==> config.mk <==
export PLATFORM = sky130hd
export DESIGN_NAME = ioc_cell
export DESIGN_NICKNAME = d
export VERILOG_FILES = /design/src/pkg/ioc_pkg.sv /design/src/rtl/ioc_cell.sv /design/src/rtl/ioc_sync2.sv /design/src/rtl/ioc_storage.sv
export VERILOG_INCLUDE_DIRS = /design/src /design/src/pkg
export SDC_FILE = /design/constraint.sdc
export NUM_CORES = 1
export LEC_CHECK = 0
export ABC_AREA = 1
export CORE_ASPECT_RATIO = 2
export CORE_MARGIN = 3
export CORE_UTILIZATION = 60
export CTS_CLUSTER_SIZE = 40
export DETAILED_ROUTE_END_ITERATION = 6
export DONT_BUFFER_PORTS = 1
export GPL_ROUTABILITY_DRIVEN = 0
export GPL_TIMING_DRIVEN = 0
export PLACE_DENSITY = 0.76
export SLEW_MARGIN = 20
export SYNTH_ARGS = -nofsm -noshare
export SYNTH_HDL_FRONTEND = slang
export SYNTH_SLANG_ARGS = --single-unit
==> constraint.sdc <==
create_clock -name sys_clk_i -period 1.7 [get_ports sys_clk_i]
set_input_delay 0.17 -clock sys_clk_i [delete_from_list [all_inputs] [get_ports sys_clk_i]]
set_output_delay 0.17 -clock sys_clk_i [all_outputs]
set_load 0.05 [all_outputs]
==> src/pkg/ioc_defs.svh <==
/*
 Constants of the configurable pad cell: register offsets, field
 positions, reset values and register slot numbers.
 Assumes it is included by bare name after the package is compiled.
*/
// Contract
// - Each of the three cell registers works as flip-flop or latch.
// - One shared cell clock; every register has its own clock enable.
// - Shared set/reset, per register: sync set, sync reset, preset, clear.
// - Input, output and every control signal have own polarity inversion.
// - Before configuration outputs float; pull-down and keeper stay off.
// - Pre-configuration pull-ups are chosen globally by mode inputs.
// - Input reaches logic directly or through the input register.
// - Selectable delay ahead of input register data removes hold need.
// - Pad data comes directly or through the output register.
// - Driver enable comes directly or through the three-state register.
// - Keeper weakly holds last sensed level while all drivers are off.
// - After configuration pull-up and pull-down are selectable.
`ifndef IOC_DEFS_SVH
`define IOC_DEFS_SVH
`define IOC_AW 8
`define IOC_DW 32
`define IOC_NREG 3
`define IOC_R_IN 0
`define IOC_R_OUT 1
`define IOC_R_TS 2
`define IOC_OFF_CTRL 8'h00
`define IOC_OFF_MODE 8'h04
`define IOC_OFF_PATH 8'h08
`define IOC_OFF_POL 8'h0C
`define IOC_OFF_STAT 8'h10
`define IOC_RST_WORD 32'h0000_0000
`define IOC_CTRL_DONE 0
`define IOC_MODE_LATCH_LSB 0
`define IOC_MODE_SR_LSB 4
`define IOC_PATH_IN_REG 0
`define IOC_PATH_IN_DLY 1
`define IOC_PATH_OUT_REG 2
`define IOC_PATH_TS_REG 3
`define IOC_PATH_KEEP 4
`define IOC_PATH_PU 5
`define IOC_PATH_PD 6
`define IOC_POL_IN 0
`define IOC_POL_OUT 1
`define IOC_POL_TS 2
`define IOC_POL_CLK 3
`define IOC_POL_SR 4
`define IOC_POL_CE_LSB 5
`define IOC_STAT_DONE 0
`define IOC_STAT_PAD 1
`define IOC_STAT_PU 2
`define IOC_STAT_Q_LSB 4
`endif

==> src/pkg/ioc_pkg.sv <==
/*
 Types of the configurable pad cell.
 Assumes nothing beyond a SystemVerilog compiler.
*/
`default_nettype none
package ioc_pkg;
   // Action of the shared set/reset on one register
   typedef enum logic [1:0] {
      sr_sync_set,
      sr_sync_reset,
      sr_async_preset,
      sr_async_clear
   } ioc_srmode_t;
endpackage
`default_nettype wire

==> src/rtl/ioc_cell.sv <==
/*
 Configurable pad cell: input path with optional register and delay,
 output and three-state paths with optional registers, polarity
 control, pulls, keeper and pre-configuration pad behaviour.
 Assumes the pad and the mode inputs come from pins, every other user
 input from logic on sys_clk_i, and the board resolves the pad from
 pad_o/pad_oe_o and the weak pull and keeper outputs.
*/
`include "ioc_defs.svh"
`default_nettype none
module ioc_cell (
   input wire logic sys_clk_i,
   input wire logic rst_i,
   input wire logic [`IOC_AW-1:0] addr_i,
   input wire logic [`IOC_DW-1:0] wdata_i,
   input wire logic wr_i,
   input wire logic rd_i,
   output logic [`IOC_DW-1:0] rdata_o,
   input wire logic mode_pullup_i,
   input wire logic cell_clk_i,
   input wire logic [`IOC_NREG-1:0] cell_ce_i,
   input wire logic shared_set_reset_i,
   input wire logic out_data_i,
   input wire logic ts_ctrl_i,
   output logic in_data_o,
   input wire logic pad_i,
   output logic pad_o,
   output logic pad_oe_o,
   output logic pull_up_o,
   output logic pull_down_o,
   output logic keep_o,
   output logic keep_oe_o
);
   import ioc_pkg::*;

   // Pick the set/reset mode field of one register slot
   function automatic ioc_srmode_t sr_mode_of(
      input logic [`IOC_DW-1:0] m,
      input int i
   );
      return ioc_srmode_t'(m[`IOC_MODE_SR_LSB + 2*i +: 2]);
   endfunction

   // Address compare shared by write and read decode
   function automatic logic hit(
      input logic [`IOC_AW-1:0] a,
      input logic [`IOC_AW-1:0] off
   );
      return a == off;
   endfunction

   logic [`IOC_DW-1:0] ctrl_q;
   logic [`IOC_DW-1:0] mode_q;
   logic [`IOC_DW-1:0] path_q;
   logic [`IOC_DW-1:0] pol_q;
   logic pad_s;
   logic mode_pu_s;
   logic clk_prev_q;
   logic dly_q;
   logic [`IOC_NREG-1:0] st_d;
   logic [`IOC_NREG-1:0] st_q;
   logic [`IOC_NREG-1:0] ce_eff;

   // Pins cross into the clock domain first
   ioc_sync2 u_pad_sync (
      .sys_clk_i(sys_clk_i),
      .rst_i(rst_i),
      .async_i(pad_i),
      .sync_o(pad_s)
   );
   ioc_sync2 u_mode_sync (
      .sys_clk_i(sys_clk_i),
      .rst_i(rst_i),
      .async_i(mode_pullup_i),
      .sync_o(mode_pu_s)
   );

   // Register decode
   wire wr_ctrl = wr_i && hit(addr_i, `IOC_OFF_CTRL);
   wire wr_mode = wr_i && hit(addr_i, `IOC_OFF_MODE);
   wire wr_path = wr_i && hit(addr_i, `IOC_OFF_PATH);
   wire wr_pol = wr_i && hit(addr_i, `IOC_OFF_POL);
   wire cfg_done = ctrl_q[`IOC_CTRL_DONE];

   // Software-owned configuration words
   always_ff @(posedge sys_clk_i)
   begin
      if (rst_i)
      begin
         ctrl_q <= `IOC_RST_WORD;
         mode_q <= `IOC_RST_WORD;
         path_q <= `IOC_RST_WORD;
         pol_q <= `IOC_RST_WORD;
      end
      else
      begin
         if (wr_ctrl)
            ctrl_q <= wdata_i;
         if (wr_mode)
            mode_q <= wdata_i;
         if (wr_path)
            path_q <= wdata_i;
         if (wr_pol)
            pol_q <= wdata_i;
      end
   end

   // Polarity-corrected control signals
   wire clk_eff = cell_clk_i ^ pol_q[`IOC_POL_CLK];
   wire sr_eff = shared_set_reset_i ^ pol_q[`IOC_POL_SR];
   wire clk_rise = clk_eff && !clk_prev_q;
   assign ce_eff = cell_ce_i ^
      pol_q[`IOC_POL_CE_LSB +: `IOC_NREG];

   // Input buffer and delay element
   wire pad_eff = pad_s ^ pol_q[`IOC_POL_IN];
   // Delay stage holds pad data one sys_clk cycle, while the clock edge detect adds none,
   // so data moving with the cell clock is never caught too early
   wire in_reg_d = path_q[`IOC_PATH_IN_DLY] ? dly_q : pad_eff;

   always_ff @(posedge sys_clk_i)
   begin
      clk_prev_q <= rst_i ? 1'b0 : clk_eff;
      dly_q <= rst_i ? 1'b0 : pad_eff;
   end

   // Data into the three registers
   assign st_d[`IOC_R_IN] = in_reg_d;
   assign st_d[`IOC_R_OUT] = out_data_i;
   assign st_d[`IOC_R_TS] = ts_ctrl_i;

   // Three registers on one cell clock and one set/reset
   genvar g;
   generate
      for (g = 0; g < `IOC_NREG; g++)
      begin : g_st
         ioc_storage u_st (
            .sys_clk_i(sys_clk_i),
            .rst_i(rst_i),
            .latch_i(mode_q[`IOC_MODE_LATCH_LSB + g]),
            .sr_mode_i(sr_mode_of(mode_q, g)),
            .clk_rise_i(clk_rise),
            .clk_lvl_i(clk_eff),
            .ce_i(ce_eff[g]),
            .sr_i(sr_eff),
            .d_i(st_d[g]),
            .q_o(st_q[g])
         );
      end
   endgenerate

   // Path selection
   wire in_d = path_q[`IOC_PATH_IN_REG] ?
      st_q[`IOC_R_IN] : pad_eff;
   wire out_sel = path_q[`IOC_PATH_OUT_REG] ?
      st_q[`IOC_R_OUT] : out_data_i;
   wire pad_d = out_sel ^ pol_q[`IOC_POL_OUT];
   wire ts_sel = path_q[`IOC_PATH_TS_REG] ?
      st_q[`IOC_R_TS] : ts_ctrl_i;
   // High three-state control turns the driver off
   wire ts_eff = ts_sel ^ pol_q[`IOC_POL_TS];
   wire oe_d = cfg_done && !ts_eff;

   // Pulls and keeper; before configuration only the global pull-up
   wire pu_d = cfg_done ? path_q[`IOC_PATH_PU] : mode_pu_s;
   wire pd_d = cfg_done && path_q[`IOC_PATH_PD];
   wire keep_en_d = cfg_done && path_q[`IOC_PATH_KEEP] && !oe_d;

   // Pad-side outputs, all registered
   always_ff @(posedge sys_clk_i)
   begin
      if (rst_i)
      begin
         in_data_o <= 1'b0;
         pad_o <= 1'b0;
         pad_oe_o <= 1'b0;
         pull_up_o <= 1'b0;
         pull_down_o <= 1'b0;
         keep_o <= 1'b0;
         keep_oe_o <= 1'b0;
      end
      else
      begin
         in_data_o <= in_d;
         pad_o <= pad_d;
         pad_oe_o <= oe_d;
         pull_up_o <= pu_d;
         pull_down_o <= pd_d;
         keep_o <= pad_s;
         keep_oe_o <= keep_en_d;
      end
   end

   // Status word and read mux; unmapped addresses read zero
   wire [`IOC_DW-1:0] stat_w =
      (`IOC_DW'(st_q) << `IOC_STAT_Q_LSB) |
      (`IOC_DW'(mode_pu_s) << `IOC_STAT_PU) |
      (`IOC_DW'(pad_s) << `IOC_STAT_PAD) |
      (`IOC_DW'(cfg_done) << `IOC_STAT_DONE);
   wire [`IOC_DW-1:0] rd_mux =
      hit(addr_i, `IOC_OFF_CTRL) ? ctrl_q :
      hit(addr_i, `IOC_OFF_MODE) ? mode_q :
      hit(addr_i, `IOC_OFF_PATH) ? path_q :
      hit(addr_i, `IOC_OFF_POL) ? pol_q :
      hit(addr_i, `IOC_OFF_STAT) ? stat_w : `IOC_RST_WORD;

   // Read data valid only in the cycle after the strobe
   always_ff @(posedge sys_clk_i)
   begin
      rdata_o <= (rst_i || !rd_i) ? `IOC_RST_WORD : rd_mux;
   end

   chk_precfg_hiz: assert property (@(posedge sys_clk_i) disable iff (rst_i)
      !cfg_done |=> !pad_oe_o && !pull_down_o && !keep_oe_o)
      else $error("pad not idle before configuration");
   chk_precfg_pullup: assert property (@(posedge sys_clk_i) disable iff (rst_i)
      !cfg_done |=> pull_up_o == $past(mode_pu_s))
      else $error("pre-config pull-up ignores mode input");
   chk_in_direct: assert property (@(posedge sys_clk_i) disable iff (rst_i)
      !path_q[`IOC_PATH_IN_REG] |=> in_data_o == $past(pad_eff))
      else $error("direct input path wrong");
   chk_in_delay: assert property (@(posedge sys_clk_i) disable iff (rst_i)
      path_q[`IOC_PATH_IN_DLY] ##1 path_q[`IOC_PATH_IN_DLY]
      |-> st_d[`IOC_R_IN] == $past(pad_eff))
      else $error("input delay stage not inserted");
   chk_out_path: assert property (@(posedge sys_clk_i) disable iff (rst_i)
      path_q[`IOC_PATH_OUT_REG]
      |=> pad_o == $past(st_q[`IOC_R_OUT] ^ pol_q[`IOC_POL_OUT]))
      else $error("registered output path wrong");
   chk_ts_reg: assert property (@(posedge sys_clk_i) disable iff (rst_i)
      cfg_done && path_q[`IOC_PATH_TS_REG] &&
      (st_q[`IOC_R_TS] == pol_q[`IOC_POL_TS]) |=> pad_oe_o)
      else $error("three-state register did not enable driver");
   chk_ts_pol: assert property (@(posedge sys_clk_i) disable iff (rst_i)
      !path_q[`IOC_PATH_TS_REG] && (ts_ctrl_i != pol_q[`IOC_POL_TS])
      |=> !pad_oe_o)
      else $error("three-state polarity not applied");
   chk_keeper: assert property (@(posedge sys_clk_i) disable iff (rst_i)
      cfg_done && path_q[`IOC_PATH_KEEP] && !oe_d
      |=> keep_oe_o && !pad_oe_o && keep_o == $past(pad_s))
      else $error("keeper not holding last level");
   chk_pull_cfg: assert property (@(posedge sys_clk_i) disable iff (rst_i)
      cfg_done |=> pull_down_o == $past(path_q[`IOC_PATH_PD]) &&
      pull_up_o == $past(path_q[`IOC_PATH_PU]))
      else $error("configured pulls not applied");

   // Direct and registered paths and their polarity, one sys_clk cycle behind the cause; undelayed input data same cycle

   chk_out_direct: assert property (
      @(posedge sys_clk_i) disable iff (rst_i)
      !path_q[`IOC_PATH_OUT_REG]
      |=> pad_o == $past(out_data_i ^ pol_q[`IOC_POL_OUT]))
      else $error("direct output path wrong");

   chk_oe_direct: assert property (
      @(posedge sys_clk_i) disable iff (rst_i)
      cfg_done && !path_q[`IOC_PATH_TS_REG]
      |=> pad_oe_o == $past(!(ts_ctrl_i ^ pol_q[`IOC_POL_TS])))
      else $error("direct three-state path wrong");

   chk_in_reg: assert property (
      @(posedge sys_clk_i) disable iff (rst_i)
      path_q[`IOC_PATH_IN_REG]
      |=> in_data_o == $past(st_q[`IOC_R_IN]))
      else $error("registered input path wrong");

   chk_in_nodly: assert property (
      @(posedge sys_clk_i) disable iff (rst_i)
      !path_q[`IOC_PATH_IN_DLY]
      |-> st_d[`IOC_R_IN] == pad_eff)
      else $error("input delay stage used while off");

   chk_in_pol: assert property (
      @(posedge sys_clk_i) disable iff (rst_i)
      !path_q[`IOC_PATH_IN_REG] && pol_q[`IOC_POL_IN]
      |=> in_data_o == $past(!pad_s))
      else $error("input polarity not applied");

   chk_out_pol: assert property (
      @(posedge sys_clk_i) disable iff (rst_i)
      !path_q[`IOC_PATH_OUT_REG] && pol_q[`IOC_POL_OUT]
      |=> pad_o == $past(!out_data_i))
      else $error("output polarity not applied");

   // Keeper must never fight the cell's own driver; selected pull-up is applied

   chk_keep_off: assert property (
      @(posedge sys_clk_i) disable iff (rst_i)
      !keep_en_d |=> !keep_oe_o)
      else $error("keeper active while not selected");

   chk_keep_yield: assert property (
      @(posedge sys_clk_i) disable iff (rst_i)
      keep_oe_o |-> !pad_oe_o)
      else $error("keeper on while driver on");

   chk_pu_cfg: assert property (
      @(posedge sys_clk_i) disable iff (rst_i)
      cfg_done && path_q[`IOC_PATH_PU] |=> pull_up_o)
      else $error("selected pull-up not applied");

   // Shared clock, enables and set/reset seen across the three slots

   chk_clk_once: assert property (
      @(posedge sys_clk_i) disable iff (rst_i)
      clk_rise |=> !clk_rise)
      else $error("cell clock edge seen twice");

   chk_ce_indep: assert property (
      @(posedge sys_clk_i) disable iff (rst_i)
      !ce_eff[`IOC_R_TS] && !sr_eff |=> $stable(st_q[`IOC_R_TS]))
      else $error("three-state register moved with enable off");

   chk_sr_shared: assert property (
      @(posedge sys_clk_i) disable iff (rst_i)
      sr_eff && sr_mode_of(mode_q, `IOC_R_IN) == sr_async_clear &&
      sr_mode_of(mode_q, `IOC_R_OUT) == sr_async_clear
      |=> !st_q[`IOC_R_IN] && !st_q[`IOC_R_OUT])
      else $error("shared clear missed a register");

   chk_async_preset: assert property (
      @(posedge sys_clk_i) disable iff (rst_i)
      sr_eff && sr_mode_of(mode_q, `IOC_R_TS) == sr_async_preset
      |=> st_q[`IOC_R_TS])
      else $error("async preset did not act");

   chk_latch_open: assert property (
      @(posedge sys_clk_i) disable iff (rst_i)
      mode_q[`IOC_MODE_LATCH_LSB + `IOC_R_OUT] && clk_eff &&
      ce_eff[`IOC_R_OUT] && !sr_eff
      |=> st_q[`IOC_R_OUT] == $past(out_data_i))
      else $error("open latch did not pass data");

   // Flip-flop ignores a steady clock level, unlike the latch
   chk_ff_edge: assert property (
      @(posedge sys_clk_i) disable iff (rst_i)
      !mode_q[`IOC_MODE_LATCH_LSB + `IOC_R_IN] && !clk_rise && !sr_eff
      |=> $stable(st_q[`IOC_R_IN]))
      else $error("flip-flop moved without clock edge");
endmodule
`default_nettype wire

==> src/rtl/ioc_sync2.sv <==
/*
 Two-flop synchroniser for one level from a pin.
 Assumes the destination clock is sys_clk_i.
*/
`default_nettype none
module ioc_sync2 (
   input wire logic sys_clk_i,
   input wire logic rst_i,
   input wire logic async_i,
   output logic sync_o
);
   import ioc_pkg::*;
   logic meta_q;

   // First stage is read only by the second
   always_ff @(posedge sys_clk_i)
   begin
      meta_q <= rst_i ? 1'b0 : async_i;
      sync_o <= rst_i ? 1'b0 : meta_q;
   end
endmodule
`default_nettype wire

==> src/rtl/ioc_storage.sv <==
/*
 One storage element of the pad cell: flip-flop or latch, with the
 shared set/reset in one of four modes.
 Assumes clock edge, clock level, enable and set/reset arrive already
 polarity-corrected and on the sys_clk_i domain.
*/
`include "ioc_defs.svh"
`default_nettype none
module ioc_storage (
   input wire logic sys_clk_i,
   input wire logic rst_i,
   input wire logic latch_i,
   input wire ioc_pkg::ioc_srmode_t sr_mode_i,
   input wire logic clk_rise_i,
   input wire logic clk_lvl_i,
   input wire logic ce_i,
   input wire logic sr_i,
   input wire logic d_i,
   output logic q_o
);
   import ioc_pkg::*;
   logic q_d;
   wire is_async = (sr_mode_i == sr_async_preset) ||
                   (sr_mode_i == sr_async_clear);
   wire set_val = (sr_mode_i == sr_sync_set) ||
                  (sr_mode_i == sr_async_preset);
   // Clock event: edge for a flip-flop, open level for a latch
   wire act = latch_i ? clk_lvl_i : clk_rise_i;

   // Set/reset wins over data; sync set/reset ignores the enable
   always_comb
   begin
      q_d = q_o;
      if (sr_i && is_async)
         q_d = set_val;
      else if (sr_i && act)
         q_d = set_val;
      else if (act && ce_i)
         q_d = d_i;
   end

   always_ff @(posedge sys_clk_i)
   begin
      q_o <= rst_i ? 1'b0 : q_d;
   end

   chk_ff_capture: assert property (@(posedge sys_clk_i) disable iff (rst_i)
      !latch_i && clk_rise_i && ce_i && !sr_i |=> q_o == $past(d_i))
      else $error("flip-flop did not capture data at clock edge");
   chk_latch_hold: assert property (@(posedge sys_clk_i) disable iff (rst_i)
      latch_i && !clk_lvl_i && !sr_i ##1 latch_i && !clk_lvl_i && !sr_i
      |-> $stable(q_o))
      else $error("closed latch changed value");
   chk_ce_gate: assert property (@(posedge sys_clk_i) disable iff (rst_i)
      !ce_i && !sr_i |=> q_o == $past(q_o))
      else $error("register changed with enable off");
   chk_async_now: assert property (@(posedge sys_clk_i) disable iff (rst_i)
      sr_i && is_async |=> q_o == $past(set_val))
      else $error("async set/reset did not act at once");
   chk_sync_wait: assert property (@(posedge sys_clk_i) disable iff (rst_i)
      sr_i && !is_async && !act && !ce_i |=> $stable(q_o))
      else $error("sync set/reset acted without clock");
endmodule
`default_nettype wire

; After elaboration in Yosys (flattened, before gate mapping)
; Cells that the tools add are included.
[totals]
ff_bits = 176
inputBits = 53
output_inout_bits = 39
word_cells = 98
[classes]
n_eq_ne = 10
muxes = 22
bitwise_logic = 9
n_reduce_logical = 36
[ops]
columns = cell, count
row1 = $mux W32, 4
row2 = $logic_and A1 B1 Y1, 18
row3 = $mux W1, 17
row4 = $eq A8 B4 Y1 const B, 2
row5 = $eq A2 B2 Y1 const B, 6
row6 = $reduce_bool A3 Y1, 3
row7 = $eq A8 B3 Y1 const B, 1
row8 = $eq A8 B5 Y1 const B, 1
row9 = $logic_not A8 Y1, 1
row10 = $logic_or A1 B1 Y1, 7
row11 = $mux W7, 1
row12 = $or A7 B1 Y7, 1
row13 = $or A7 B2 Y7, 1
row14 = $or A7 B3 Y7, 1
row15 = $logic_not A2 Y1, 3
row16 = $xor A1 B1 Y1, 5
row17 = $logic_not A1 Y1, 4
row18 = $xor A3 B3 Y3, 1

; Depth between registers and ports, before layout
[depth]
ltp_word = 8
depth_mapped = 10
mapped_depth_nobuf = 9

; By module
; Synthesis repeated with hierarchy kept, for this count alone.
[hier_totals]
cells_unflattened = 979
area_unflattened_um2 = 7125.6
[modules_own_cells]
columns = mod, n_inst, cells_each, area_per_inst_um2, seq_area_each_um2
row1 = ioc_cell, 1, 922, 6737.7, 3383.2
row2 = ioc_storage, 3, 15, 92.6, 20.0
row3 = ioc_sync2, 2, 6, 55.1, 40.0

; Least setup slack after synthesis
; OpenSTA, ideal clock, no wires.
[synth_path]
kind = input-to-reg
startpoint = in addr_i[6]
endpoint = reg rdata_o[0]
setup_time_ns = 0.117
arrival_ns = 1.168
t_required_ns = 1.583
path_slack_ns = 0.415
cell_stages = 8
path_buffers = 2
path_cell_list = inv_1 nand2_1 nor2_2 buf_2 nand2_2 clkbuf_1 o21ai_0 nor2_1
[synth_between]
elab_chain_len = 6
word_cells_on_any_way = 10
cone_classes = 4 x eq/ne / 5 x mux / 1 x reduce/logical
[synth_lines]
columns = item, line
row1 = "start, declared", ioc_cell.sv:14  ; input wire logic [`IOC_AW-1:0] addr_i,
row2 = $eq A8 B5 Y1, ioc_cell.sv:49  ; return a == off;
row3 = $mux W7 (no source line), --
row4 = $mux W32 (no source line) (3 in series), --
row5 = $mux W32 (no source line) (*), --
row6 = "end signal, assigned", ioc_cell.sv:210  ; rdata_o <= (rst_i || !rd_i) ? `IOC_RST_WORD : rd_mux;
row7 = "end, declared", ioc_cell.sv:18  ; output logic [`IOC_DW-1:0] rdata_o,
; Every way passes the cells marked *; elsewhere a longest branch is shown, timed or not.
; A chain may end at the register's enable or synchronous reset.

; Final worst setup path
[layout_path]
startpoint = in addr_i[1]
endpoint = reg ctrl_q[12]
[layout_between]
elab_chain_len = 2
[layout_lines]
columns = item, line
row1 = $logic_not A8 Y1, ioc_cell.sv:49
row2 = $logic_and A1 B1 Y1, ioc_cell.sv:79  ; wire wr_ctrl = wr_i && hit(addr_i, `IOC_OFF_CTRL);
row3 = "end signal, assigned", ioc_cell.sv:90  ; ctrl_q <= `IOC_RST_WORD;
row4 = "end signal, assigned", ioc_cell.sv:98  ; ctrl_q <= wdata_i;
row5 = "end, declared", ioc_cell.sv:52  ; logic [`IOC_DW-1:0] ctrl_q;
; Every way passes these cells.

==> impl_metrics.yaml <==
sta:
  setup_violations: 0
  slew-limit-headroom_pct: 53.5
  fin_skew_ns: 0.00838
  fin_crit_ns: 1.55
  final_max_slew_viol_count: 0
  fin_crit_sh_pct: 91.0
  hold_violations: 0
  hold_ws_ns: 0.0686
  worst_pin_slew_ns: 0.697
  max_freq_mhz: 646
  rsz0062_at_grt: "false"
synth:
  ys_seq_elements: 176
  yosysUniqueCellTypes: 28
  yosysWarnings: 0
  synth_nets: 1077
  yosysTopAreaCellShare_pct: 48.8
  ys_async_sr_fraction_pct: 0
  synth_area_leaders: "dfxtp_1 49%, nor2_1 16%, o21ai_0 11%"
  synth_enable_flop_cells: 0
  synth_area_leader_cell: "dfxtp_1"
  synth.yosys.seq_area_share_pct: 48.8
  syn_area_um2: 7220
  avgSynthCellArea_um2: 7.05
  netlist_instances: 1024
  synth_ff_type: "dfxtp_1"
layout:
  drive_above_1_share_pct: 6.95
  most-common-layout-cells: "301 x nor2_1, 176 x dfxtp_1, 158 x o21ai_0, 152 x nand2_1, 64 x nand3_1"
  nets: 1134
  syn_to_final_growth_pct: 15.5
  final_common_cell: "nor2_1"
  fin_util_pct: 70.9
  n_antenna_cell: 0
critical_path:
  criticalPathCategory: "in2reg"
  arrival_ns: 1.86
  start_kind: "input port"
  rrSetupSlack_ns: 0.41
  cp_max_fo: 10
  cp.required_ns: 2.01
  end_kind: "flip-flop"
placement:
  dp_hpwl_um: 14900
  io_buffers: 0
floorplan:
  die-area_um2: 13500
  die_y_um: 161
  start_util_pct: 61.3
  rows: 56
  design.core.area_um2: 11800
  io_pins: 92
  die_w_um: 83.6
drt:
  wl_um: 21800
  wl_per_cell_um: 17.6
  dr.first_iter.drc_count: 494
  vias: 7001
  ant_nets: 0
  drc: 0
  vias_per_cell: 5.65
  drt-pass1-iter-count: 5
pwr:
  p_leak_nw: 3.51
  p_per_area_nw_per_um2: 1000
  ir_drop_mv: 0.978
clocking:
  ctsHoldBuffers: 38
  cts_buffers: 17
  cts_sinks: 176
  clock_latency_ns: 0.43
  cts_resized: 0
  cts_buffer_depth: 2
  cts_setup_buffers: 0
  h-tree-depth: 4
  root_buffer: "clkbuf_16"
  cts_tree: "yes"
  cts.reportedPaths.clkPinSlew_ns: 0.07
grt:
  grt_usage_pct: 32.4
  grt_pass1_wl_um: 34100
  antenna_found_initial: 0
  grt_pass1_vias: 6879
  grt_overflow: 0
  grt_max_degree: 17
run:
  drv_cap: 0
worst_hold_path:
  hold_class: "in2reg"
status:
  status: "finished clean"
==> Yosys cell counts, types with 2 or more instances <==
master    instances
clkbuf_1         33
xor2_1            2
nand3_1          64
dfxtp_1         176
nand2_2           4
o21ai_1           7
nand2_1         152
inv_1            40
nand4_1           3
buf_4            11
nor2_1          301
buf_6             4
o21ai_0         158
nor3_1           28
nor2_2            2
nor2_4            3
a21oi_1           9
inv_2             3
buf_2            12
clkbuf_2          3
nand3b_1          2
==> logic make-up (layout without fill, tap and decap cells) <==
logic type      Yosys count  in the layout  share of synthesized area, %
compound gates          175            175                          12.2
xor+xnor                  3              3                         0.364
buf+inv                 108            178                          6.88
flops                   176            176                          48.8
simple gates            562            562                          31.8
==> worst paths after layout <==
kind,startpoint,endpoint,cells after the start
hold / removal,shared_set_reset_i,g_st[0].u_st.q_o,3
setup / recovery,addr_i[1],ctrl_q[12],7
setup reg to reg,pol_q[3],g_st[0].u_st.q_o,8
hold reg to reg,u_pad_sync.meta_q,u_pad_sync.sync_o,2
==> worst max-delay path, stage by stage <==
cell and delay [ns]:
nor2_1 0.08, nand2_1 0.11, nor2_2 0.33, nand3_1 0.36, clkbuf_1 0.37, o21ai_0 0.36
nor2_1 0.07
==> cell type report <==
| cell class | count | area, µm² |
|---|---|---|
| clock buffer | 18 | 429 |
| tap | 145 | 181 |
| sequential | 176 | 3520 |
| multi-input combinational | 740 | 3200 |
| clock inverter | 14 | 131 |
| buffer | 64 | 330 |
| fill | 1055 | 3430 |
| inverter | 44 | 166 |
| timing repair buffer | 38 | 380 |
==> registers in the layout (all words and copies together) (netlist names) <==
signal / flops
keep_o: 1
u_pad_sync.sync_o: 1
pull_down_o: 1
mode_q: 32
dly_q: 1
clk_prev_q: 1
u_mode_sync.sync_o: 1
pull_up_o: 1
ctrl_q: 32
keep_oe_o: 1
u_pad_sync.meta_q: 1
pad_oe_o: 1
rdata_o: 32
u_mode_sync.meta_q: 1
pad_o: 1
path_q: 32
pol_q: 32
in_data_o: 1
g_st.u_st.q_o: 3
==> per-layer routing <==
layer / share of wire [%] / GRT usage [%] / wire [µm]
met5: 0 / 0 / 0
met1: 36 / 34.5 / 7910
met4: 5.6 / 20.2 / 1220
met2: 52 / 58.6 / 11300
met3: 6.6 / 5.21 / 1440
==> power by group <==
part	internal (mW)	switching, mW
logic	0.143	0.284
registers	4.14	0.0281
clock network	2.04	1.72
total	6.33	2.03
==> stage by stage <==
step	cell area [µm²]	cells	power [mW]	setup WS [ns]	TNS (ns)
2_1_floorplan	7220	1024	4.47	0.415	0
3_3_place_gp	7400	1169	4.56	-0.168	-1.01
3_5_place_dp	7400	1169	4.57	-0.178	-1.40
4_1_cts	8340	1239	8.35	0.307	0
5_1_grt	8340	1239	8.56	0.151	0
6_report	8340	1239	8.37	0.153	0
No activity file was read; power rests on OpenSTA's default activity.
